## src/verilog/adtr_pkg.sv

```systemverilog
// adtr_pkg: constants for the analog die trim register bank.
// assumes one 40 MHz core clock and an active-low asynchronous reset.
package adtr_pkg;

    // ****************************************
    // address windows and offsets
    // ****************************************
    localparam int ADTR_ADDR_W = 10; // global window address width
    localparam logic [9:0] ADTR_BASE_BLOCKING = 10'h200; // blocking access window
    localparam logic [9:0] ADTR_BASE_NONBLOCK = 10'h300; // non-blocking access window
    localparam logic [7:0] ADTR_OFS_ZERO = 8'hf0; // watchdog oscillator trim
    localparam logic [7:0] ADTR_OFS_ONE = 8'hf1; // bandgap and reference current trim
    localparam logic [7:0] ADTR_OFS_TWO = 8'hf2; // sleep bandgap trim, lockable
    localparam logic [7:0] ADTR_OFS_THREE = 8'hf3; // offset trim
    localparam int ADTR_NREGS = 4; // number of trim registers
    localparam logic [9:0] ADTR_WIN_MASK = 10'h0ff; // offset bits inside a window
    localparam logic [9:0] ADTR_BASE_MASK = 10'h300; // base bits of a window

    // ****************************************
    // reset values (not fixed by the silicon notes)
    // ****************************************
    localparam logic [7:0] ADTR_RST_ZERO = 8'h00;
    localparam logic [7:0] ADTR_RST_ONE = 8'h00;
    localparam logic [7:0] ADTR_RST_TWO = 8'h00;
    localparam logic [7:0] ADTR_RST_THREE = 8'h00;

    // ****************************************
    // sleep bandgap trim field layout
    // ****************************************
    localparam int ADTR_SLP_EN_BIT = 4; // sleep_ref_trim_enable
    localparam int ADTR_SLP_LOCK_BIT = 3; // sleep_ref_trim_lock
    localparam int ADTR_SLP_STEP_HI = 2; // sleep_ref_trim_step msb
    localparam logic [7:0] ADTR_SLP_MASK = 8'h1f; // implemented bits, rest read zero

endpackage : adtr_pkg

```

## src/verilog/adtr_trim_bank.sv

```systemverilog
// adtr_trim_bank: four 8-bit analog trim registers behind the die-to-die register port.
// assumes the port is synchronous to core_clk and that software loads the factory
// bytes at start-up; low-power mode only holds state, nothing is cleared by it.
`timescale 1ns/100ps

// Contract
// - values hold in low power, reset restores defaults
// - four 8-bit trim registers, third lockable
// - decode offsets at bases 0x200 and 0x300
// - locked sleep trim refuses any change
module adtr_trim_bank
    import adtr_pkg::*;
(
    input wire logic core_clk, // 40 MHz system clock
    input wire logic nrst, // asynchronous reset, active low
    input wire logic low_power, // low-power mode indication
    input wire logic [adtr_pkg::ADTR_ADDR_W-1:0] reg_addr, // global window address
    input wire logic reg_wr, // write strobe
    input wire logic reg_rd, // read strobe
    input wire logic reg_wide, // 16-bit access at any offset but the last
    input wire logic [15:0] reg_wdata, // high byte to lower offset
    output logic [15:0] reg_rdata, // registered read data
    output logic reg_ack, // one-cycle answer to a mapped access
    output logic [7:0] trim_reg_zero, // watchdog oscillator trim
    output logic [7:0] trim_reg_one, // bandgap and reference current trim
    output logic [7:0] trim_reg_two, // sleep bandgap trim
    output logic [7:0] trim_reg_three, // offset trim
    output logic sleep_ref_trim_locked // sleep bandgap trim is frozen
);
    import adtr_pkg::*;

    // ****************************************
    // address decode
    // ****************************************
    logic win_hit; // address lies in either window
    logic [7:0] ofs; // offset inside the window
    logic [1:0] idx; // register index of first byte
    logic hit_lo; // first byte maps to a register
    logic hit_hi; // second byte of a wide access maps
    logic [7:0] bank_reg [ADTR_NREGS]; // trim storage
    logic [15:0] rdata_next; // read value before register
    logic lock_reg; // sleep trim lock state
    localparam int SLP_IDX = int'(ADTR_OFS_TWO[1:0]); // lockable register index
    logic [ADTR_NREGS-1:0] wr_sel; // register takes a byte this cycle
    logic [7:0] wr_byte [ADTR_NREGS]; // byte offered to each register

    // either base selects the same bank
    always_comb begin
        win_hit = ((reg_addr & ADTR_BASE_MASK) == ADTR_BASE_BLOCKING) ||
                  ((reg_addr & ADTR_BASE_MASK) == ADTR_BASE_NONBLOCK);
        ofs = 8'(reg_addr & ADTR_WIN_MASK);
        idx = ofs[1:0];
        hit_lo = win_hit && (ofs >= ADTR_OFS_ZERO) && (ofs <= ADTR_OFS_THREE);
        // a wide access needs its second byte inside the bank too
        hit_hi = hit_lo && (ofs != ADTR_OFS_THREE);
    end

    // ****************************************
    // write lanes
    // ****************************************
    // one byte lane per register; wide writes cover idx and idx+1
    // kept combinational so the storage flops see plain non-blocking updates
    always_comb begin
        for (int i = 0; i < ADTR_NREGS; i++) begin
            wr_sel[i] = 1'b0; // no lane unless decoded below
            wr_byte[i] = 8'h00;
            if (reg_wr && hit_lo) begin
                if (!reg_wide && (i == int'(idx))) begin
                    // byte access always lands from the low data byte
                    wr_sel[i] = 1'b1;
                    wr_byte[i] = reg_wdata[7:0];
                end else if (reg_wide && hit_hi && (i == int'(idx))) begin
                    // wide access: high byte goes to the lower offset
                    wr_sel[i] = 1'b1;
                    wr_byte[i] = reg_wdata[15:8];
                end else if (reg_wide && hit_hi && (i == int'(idx) + 1)) begin
                    // low byte goes to the next offset
                    wr_sel[i] = 1'b1;
                    wr_byte[i] = reg_wdata[7:0];
                end
            end
        end
    end

    // ****************************************
    // trim storage
    // ****************************************
    // low_power is deliberately not an input here, so nothing drifts in sleep
    always_ff @(posedge core_clk or negedge nrst) begin
        if (!nrst) begin
            // defaults on every reset; low_power never touches them
            bank_reg[0] <= ADTR_RST_ZERO;
            bank_reg[1] <= ADTR_RST_ONE;
            bank_reg[2] <= ADTR_RST_TWO;
            bank_reg[3] <= ADTR_RST_THREE;
        end else begin
            for (int i = 0; i < ADTR_NREGS; i++) begin
                if (wr_sel[i]) begin
                    if (i == SLP_IDX) begin
                        // locked sleep trim ignores the write entirely
                        if (!lock_reg) begin
                            bank_reg[i] <= wr_byte[i] & ADTR_SLP_MASK;
                        end
                    end else begin
                        bank_reg[i] <= wr_byte[i];
                    end
                end
            end
        end
    end

    // lock mirrors the stored bit; only reset can lower it
    assign lock_reg = bank_reg[2][ADTR_SLP_LOCK_BIT];

    // ****************************************
    // read path
    // ****************************************
    // unmapped bytes and reserved bits answer zero
    always_comb begin
        rdata_next = 16'h0000;
        if (hit_lo) begin
            if (reg_wide) begin
                if (hit_hi) begin
                    rdata_next = {bank_reg[idx], bank_reg[2'(idx + 2'd1)]};
                end
            end else begin
                rdata_next = {8'h00, bank_reg[idx]};
            end
        end
    end

    // read data and ack one cycle after the strobe
    always_ff @(posedge core_clk or negedge nrst) begin
        if (!nrst) begin
            reg_rdata <= 16'h0000;
            reg_ack <= 1'b0;
        end else begin
            reg_ack <= (reg_rd || reg_wr) && hit_lo && (!reg_wide || hit_hi);
            if (reg_rd) begin
                reg_rdata <= rdata_next;
            end
        end
    end

    // ****************************************
    // analog side outputs
    // ****************************************
    assign trim_reg_zero = bank_reg[0];
    assign trim_reg_one = bank_reg[1];
    assign trim_reg_two = bank_reg[2];
    assign trim_reg_three = bank_reg[3];
    assign sleep_ref_trim_locked = lock_reg;

    // ****************************************
    // checks
    // ****************************************
    // a locked sleep trim must not move, whatever is written to it
    a_lock_freezes_two: assert property (@(posedge core_clk) disable iff (!nrst)
        lock_reg |=> $stable(trim_reg_two))
        else $error("locked sleep trim changed");

    // only the asynchronous reset may release the lock
    a_lock_stays_set: assert property (@(posedge core_clk) disable iff (!nrst)
        lock_reg |=> lock_reg)
        else $error("sleep trim lock dropped without reset");

    // unimplemented bits of the sleep trim always read zero
    a_two_upper_zero: assert property (@(posedge core_clk) disable iff (!nrst)
        (trim_reg_two & ~ADTR_SLP_MASK) == 8'h00)
        else $error("reserved sleep trim bits not zero");

    // low power alone never disturbs trims zero, one and three
    a_low_power_holds: assert property (@(posedge core_clk) disable iff (!nrst)
        (low_power && !reg_wr) |=> ($stable(trim_reg_zero) && $stable(trim_reg_one)
            && $stable(trim_reg_three)))
        else $error("trim changed in low power without write");

    // byte write to the first register lands one edge later
    a_byte_write_lands: assert property (@(posedge core_clk) disable iff (!nrst)
        (reg_wr && !reg_wide && hit_lo && idx == 2'd0)
        |=> trim_reg_zero == $past(reg_wdata[7:0]))
        else $error("byte write to first trim lost");

    // wide write splits high byte to the lower offset
    a_wide_write_lands: assert property (@(posedge core_clk) disable iff (!nrst)
        (reg_wr && reg_wide && win_hit && ofs == ADTR_OFS_ZERO)
        |=> (trim_reg_zero == $past(reg_wdata[15:8])
            && trim_reg_one == $past(reg_wdata[7:0])))
        else $error("wide write to first trim pair lost");

    // a simultaneous write would make the old read value differ from the flop
    a_window_decode: assert property (@(posedge core_clk) disable iff (!nrst)
        (reg_rd && !reg_wr && !reg_wide
            && (reg_addr == (ADTR_BASE_NONBLOCK | 10'(ADTR_OFS_THREE))))
        |=> (reg_ack && reg_rdata == {8'h00, trim_reg_three}))
        else $error("non-blocking window read wrong");

    // wide read returns both bytes of the pair
    a_wide_read_pair: assert property (@(posedge core_clk) disable iff (!nrst)
        (reg_rd && !reg_wr && reg_wide && win_hit && ofs == ADTR_OFS_ZERO)
        |=> reg_rdata == {trim_reg_zero, trim_reg_one})
        else $error("wide read of first trim pair wrong");

    // nothing outside the two windows is answered
    a_miss_no_ack: assert property (@(posedge core_clk) disable iff (!nrst)
        ((reg_rd || reg_wr) && !win_hit) |=> !reg_ack)
        else $error("ack for address outside windows");

    // unmapped offsets read as zero
    a_miss_reads_zero: assert property (@(posedge core_clk) disable iff (!nrst)
        (reg_rd && !hit_lo) |=> reg_rdata == 16'h0000)
        else $error("unmapped read not zero");

    // a wide access at the last offset would run past the bank
    a_wide_edge_refused: assert property (@(posedge core_clk) disable iff (!nrst)
        ((reg_wr || reg_rd) && reg_wide && win_hit && ofs == ADTR_OFS_THREE)
        |=> (!reg_ack && $stable(trim_reg_three)))
        else $error("wide access at last offset taken");

    // unlocked sleep trim takes the masked byte
    a_sleep_write_masked: assert property (@(posedge core_clk) disable iff (!nrst)
        (reg_wr && !reg_wide && hit_lo && ofs == ADTR_OFS_TWO && !lock_reg)
        |=> trim_reg_two == ($past(reg_wdata[7:0]) & ADTR_SLP_MASK))
        else $error("sleep trim write not masked");

    // one write with the lock bit set freezes the trim
    a_lock_on_write: assert property (@(posedge core_clk) disable iff (!nrst)
        (reg_wr && !reg_wide && hit_lo && ofs == ADTR_OFS_TWO
            && reg_wdata[ADTR_SLP_LOCK_BIT]) |=> lock_reg)
        else $error("sleep trim lock not taken from write");

    // every register is back at its default on the first edge after reset
    a_reset_defaults: assert property (@(posedge core_clk)
        $rose(nrst) |-> (trim_reg_zero == ADTR_RST_ZERO && trim_reg_one == ADTR_RST_ONE
            && trim_reg_two == ADTR_RST_TWO && trim_reg_three == ADTR_RST_THREE))
        else $error("trim default missing after reset");

endmodule : adtr_trim_bank

```

## config.mk

```make
export PLATFORM = sky130hd
export DESIGN_NAME = adtr_trim_bank
export DESIGN_NICKNAME = d
export VERILOG_FILES = /design/src/verilog/adtr_pkg.sv /design/src/verilog/adtr_trim_bank.sv
export SDC_FILE = /design/constraint.sdc
export NUM_CORES = 1
export LEC_CHECK = 0
export ABC_AREA = 0
export BUFFER_PORTS_ARGS = -buffer_cell sky130_fd_sc_hd__buf_2
export CORE_ASPECT_RATIO = 1.1
export CORE_UTILIZATION = 36
export DETAILED_ROUTE_END_ITERATION = 16
export HOLD_SLACK_MARGIN = 0.08
export SYNTH_ARGS = -nofsm -noshare
export SYNTH_HDL_FRONTEND = slang
export SYNTH_SLANG_ARGS = --single-unit
```

## constraint.sdc

```tcl
create_clock -name core_clk -period 3.8 [get_ports core_clk]
set_input_delay 0.76 -clock core_clk [delete_from_list [all_inputs] [get_ports core_clk]]
set_output_delay 0.76 -clock core_clk [all_outputs]
set_load 0.02 [all_outputs]
```

-- Word level (Yosys, flattened, before mapping)
Cells that the tools add are included.
Widths: inputs -> output; s select.
- bits of input ports: 32
- register bits after elaboration: 46
- bits in latches: 0
- memory bits (writable): 0
- memories kept: 0
- memory bits (read-only): 0
- $mul: 0
- add/sub/neg operators: 2
- eq/ne operators: 9
- muxes and demuxes: 42
- bitwise gates (word level): 3
- divide/modulo/power cells: 0
- $lt $le $gt $ge: 4
- shift operators: 0
- reduce and logical (&&, ||, !) cells: 26
- operators by type and width (cell ; number):
    $mux 8 ; 16
    $mux 16 ; 3
    $bmux 8 s2 ; 2
    $eq 2x32->1 const A ; 1
    $eq 3x32->1 const A ; 1
    $logic_not 32->1 ; 1
    $mux 5 ; 4
    $logic_and 1x1->1 ; 19
    $mux 1 ; 16
    $ge 8x8->1 const B ; 1
    $le 8x8->1 const B ; 1
    $ne 8x8->1 const B ; 1
    $ge 3x3->1 const B ; 2
    $not 2->3 ; 2
    $eq 2x2->1 const A ; 2
    $eq 2x2->1 const B ; 2
    $mux 4 ; 1
    $add 2x1->3 const B ; 1
    $eq 2x3->1 const A ; 1
    $logic_or 1x1->1 ; 3
    $add 2x1->2 const B ; 1
    $eq 1x2->1 const A ; 1
    $logic_not 2->1 ; 1
    $reduce_and 2->1 ; 1
    2 further kinds ; 2

-- Depth between registers and ports, before layout
- depth in word-level cells: 12
- depth in mapped cells: 10
- gate-level depth less buffers: 6

-- Worst setup path after synthesis
No wires, ideal clock.
- path kind: input port to flip-flop
- start: input port reg_addr[0] in the netlist's numbering
- end: register reg_rdata[1]
- required time: 3674 ps
- buffers on the path: 3
- stages on the path: 8
- slack: 513 ps
- data arrival time: 3161 ps
- cell sequence: buf_2 > clkbuf_1 > inv_1 > ha_1 > buf_1 > mux4_2 > and3_1 > a221o_1
- word-level cells in the longest chain between the ends: 8
- elaborated cells between the ends (all ways): 18
- RTL lines (what ; line ; RTL):
    start: declaration ; adtr_trim_bank.sv:17 ; input wire logic [adtr_pkg::ADTR_ADDR_W-1:0] reg_addr,
    $add 2x1->2 ; adtr_trim_bank.sv:124 ; rdata_next = {bank_reg[idx], bank_reg[2'(idx + 2'd1)]};
    $not 2->3 (not written as such) ; adtr_trim_bank.sv:124 ;
    $bmux 8 s2 ; adtr_trim_bank.sv:124 ;
    $mux 8 (not written as such) (2 in series) ; adtr_trim_bank.sv:124 ;
    $mux 16 ; adtr_trim_bank.sv:123 ; if (hit_hi) begin
    $mux 16 ; adtr_trim_bank.sv:122 ; if (reg_wide) begin
    $mux 16 * ; adtr_trim_bank.sv:121 ; if (hit_lo) begin
    end signal: assignment ; adtr_trim_bank.sv:140 ; reg_rdata <= rdata_next;
    end: declaration ; adtr_trim_bank.sv:22 ; output logic [15:0] reg_rdata,
Mark *: on every way between the ends. The rest lies on a longest branch, timed or not. The select of a mux whose other input is x is not followed.
A chain may end at the register's enable or synchronous reset.

-- Worst setup path after layout
- start: input port reg_addr[1] in the netlist's numbering
- end: register reg_rdata[2]
The elaborated chain is that of the path after synthesis.

==> metrics.yaml <==
layout:
  nets: 344
  area_growth_pct: 18.8
  final_cell_count_no_fill: 392
  layout.cells.most_common_list: "76 x buf_2, 46 x dfrtp_1, 19 x nor2_1, 19 x a21oi_1, 12 x mux2_2"
  mostFrequentLayoutCell: "buf_2"
  layout-drive-gt1-share_pct: 39.1
  n_antenna_cell: 0
  fillCellCount: 730
timing:
  finalCriticalPeriod_ns: 2.58
  finalSetupViolations: 0
  achievable_clock_frequency_mhz: 388
  report.final.slew_viol_count: 0
  max_slew.worst_pin.slew_ns: 1.03
  slew_headroom_pct: 31.1
  fin_crit_sh_pct: 67.9
  rsz_0062_raised_after_global_routing: "false"
  final_critical_path_setup_slack_ns: 1.22
  report.final.hold_viol_count: 0
  finalClockSkew_ns: 0.00659
  finalSetupTns_ns: 0
cts:
  worstSkewPairLatency_ns: 0.31
  number_of_clock_sinks_seen_by_cts: 46
  max-clock-path-buffers: 2
  clock_tree_from_tritoncts: "done"
  post_cts_resized: 0
  cts_root_buf: "clkbuf_8"
  cts-hold-fix-buffers: 0
  clk_pin_slew_ns: 0.09
  cts_inserted_buffers: 5
  clock_tree.htree_level_count: 2
  post_cts_buffers: 0
setup_path:
  slowest_delay_ns: 0.57
  required_ns: 4.00
  critical_path.max_fanout: 13
  reg2regPathDepth: 3
  crit_path_end_kind: "flip-flop"
  critical_path.slowest_cell: "mux4_2"
  crit_arrival_ns: 2.78
  path_class: "in2reg"
  worstPathCellList: "buf_2 > inv_1 > ha_1 > mux4_2 > and3_1 > a221o_1"
  cp-start-kind: "primary input"
min_path:
  holdCritPathClass: "reg2reg"
  holdPathStages: 2
placed_design:
  placement.io_buffers: 76
  detailedPlacementHpwl_um: 5090
  finalWeightedCongestion: 0.821
  post-place-cells: 384
  dp_worst_setup_slack_ns: 0.884
yosys:
  yosys-mux-area-fraction_pct: 16.0
  post_synthesis_cell_count: 237
  yosysSeqAreaShare_pct: 42.8
  synth.avg_cell_area_um2: 11.4
  synth_xor_area_share_pct: 0
  synth_simple_gate_area_share_pct: 12.7
  dominantRegCellSynth: "dfrtp_1"
  synth_enable_flop_cells: 0
  yosys.cell_types.count: 40
  synth_area_um2: 2690
  synth.yosys.warnings: 0
  synth_compound_area_share_pct: 19.9
  dominant_combinational_cell_family_by_area_after_synthesis: "compound AO/OA/AOI/OAI gates"
  ys_seq_elements: 46
  async_reset_ff_share_pct: 100
  post_synth_fa_ha_maj_area_fraction_pct: 2.79
global_routing:
  gr-total-overflow: 0
  grt_pass1_vias: 2159
  number_of_antenna_violations_at_the_first_check_in_global_routing: 0
  wire_length_of_the_first_global_routing_pass_um: 11400
  grt_max_degree: 47
  grt.total_usage_pct: 18.9
routing:
  route.detailed.wl_per_inst_um: 18.3
  post_route_wl_um: 7170
  route.detailed.vias_per_inst: 5.63
  dr.pass1.iters: 10
  num_vias: 2208
  first_iter_violations: 144
  drcViolationCount: 10
  postRouteAntennaNets: 0
die:
  row_count: 32
  floorplan.initialDensity_pct: 37.8
  floorplan.die.width_um: 84.5
  die_outline_area_um2: 7830
  floorplan.core_area_um2: 7130
  floorplan.io_pins: 82
  fp.dieH_um: 92.7
status:
  run_status: "complete, but fails checks"
  violations: "design-rule violations"
pwr:
  static-leakage-power_nw: 1.62
  power.density_cell_area_nw_per_um2: 312
  worst_ir_drop_vdd_v: 0.000188
job:
  drv_cap: 0
==> sequential cells by signal, indices dropped and copies added, names as in the netlist <==
name            count
reg_ack             1
trim_reg_zero       8
trim_reg_two        5
trim_reg_one        8
trim_reg_three      8
reg_rdata          16
==> through the flow <==
| step | hold slack, ns | utilization, % | area, µm² | power, mW |
|---|---|---|---|---|
| after floorplan | 0.464 | - | 2700 | 0.619 |
| after global placement | 0.507 | 43.6 | 3100 | 0.681 |
| after detailed placement | 0.501 | 43.6 | 3100 | 0.683 |
| after CTS | 0.526 | 44.9 | 3200 | 0.999 |
| after global routing | 0.547 | 44.9 | 3200 | 1.03 |
| final | 0.517 | 44.9 | 3200 | 0.999 |
==> path summary, 6_finish.rpt <==
path	from	to	slack (ns)
max in group asynchronous	nrst	trim_reg_zero[4]$_DFFE_PN0P_	2.53
min in group asynchronous	nrst	reg_rdata[15]$_DFFE_PN0P_	0.62
min	reg_rdata[10]$_DFFE_PN0P_	reg_rdata[10]$_DFFE_PN0P_	0.52
max	reg_addr[1]	reg_rdata[2]$_DFFE_PN0P_	1.22
min reg2reg	reg_rdata[10]$_DFFE_PN0P_	reg_rdata[10]$_DFFE_PN0P_	0.52
max reg2reg	trim_reg_two[3]$_DFFE_PN0P_	reg_rdata[3]$_DFFE_PN0P_	2.30
==> cells in the mapped netlist, types with 2 or more instances <==
library cell	n	area, µm²
a21oi_1	19	95.1
a221o_1	8	80.1
a22oi_1	8	60.1
a32o_1	4	40.0
a32oi_1	9	78.8
and3_1	8	50.1
buf_2	3	15.0
buf_4	7	52.6
clkbuf_1	8	30.0
dfrtp_1	46	1150
ha_1	6	75.1
inv_1	10	37.5
mux2_2	12	135
mux2i_1	7	70.1
mux4_2	10	225
nand2_1	4	15.0
nand2b_1	6	37.5
nand3_1	9	45.0
nor2_1	19	71.3
nor4_4	2	42.5
o21ai_0	8	40.0
o22ai_1	3	18.8
o2bb2ai_1	3	26.3
o41ai_4	2	55.1
==> power by group <==
group	leakage (nW)	internal (mW)	switching, mW	total [mW]
Combinational	0.933	0.0583	0.0984	0.157
Sequential	0.639	0.502	0.0138	0.516
Clock	0.0447	0.133	0.193	0.326
==> routing by layer <==
layer / share of wire (%) / GRT usage [%] / up-vias
li1: - / - / 1042
met1: 43 / 25.2 / 1067
met2: 48 / 30.5 / 87
met3: 7.2 / 3.30 / 12
met4: 1.7 / 8.19 / 0
met5: 0 / 0 / -
==> worst max-delay path: cells and delay by family <==
family	cells	cell delay, ns
fa+ha+maj	1	0.54
buf+inv	2	0.45
compound gates	1	0.25
mux	1	0.57
simple gates	1	0.20
==> kinds of logic (layout without fill, tap and decap cells) <==
family,Yosys count,after routing
AOI/OAI and AO/OA,68,68
other,1,3
adders and majority gates,6,6
and+or+nand+nor,56,56
DFF,46,46
buffers and inverters,31,99
muxes,29,29
==> area by class of cell <==
cell class,instances,area (µm²),share of cell area [%]
Timing Repair Buffer,80,410,12.8
Clock inverter,3,25.0,0.782
Clock buffer,5,68.8,2.15
Sequential cell,46,1150,36.0
Multi-Input combinational cell,162,1400,43.6
Inverter,11,41.3,1.29
Tap cell,85,106,3.33
No activity file was read; power rests on OpenSTA's default activity.
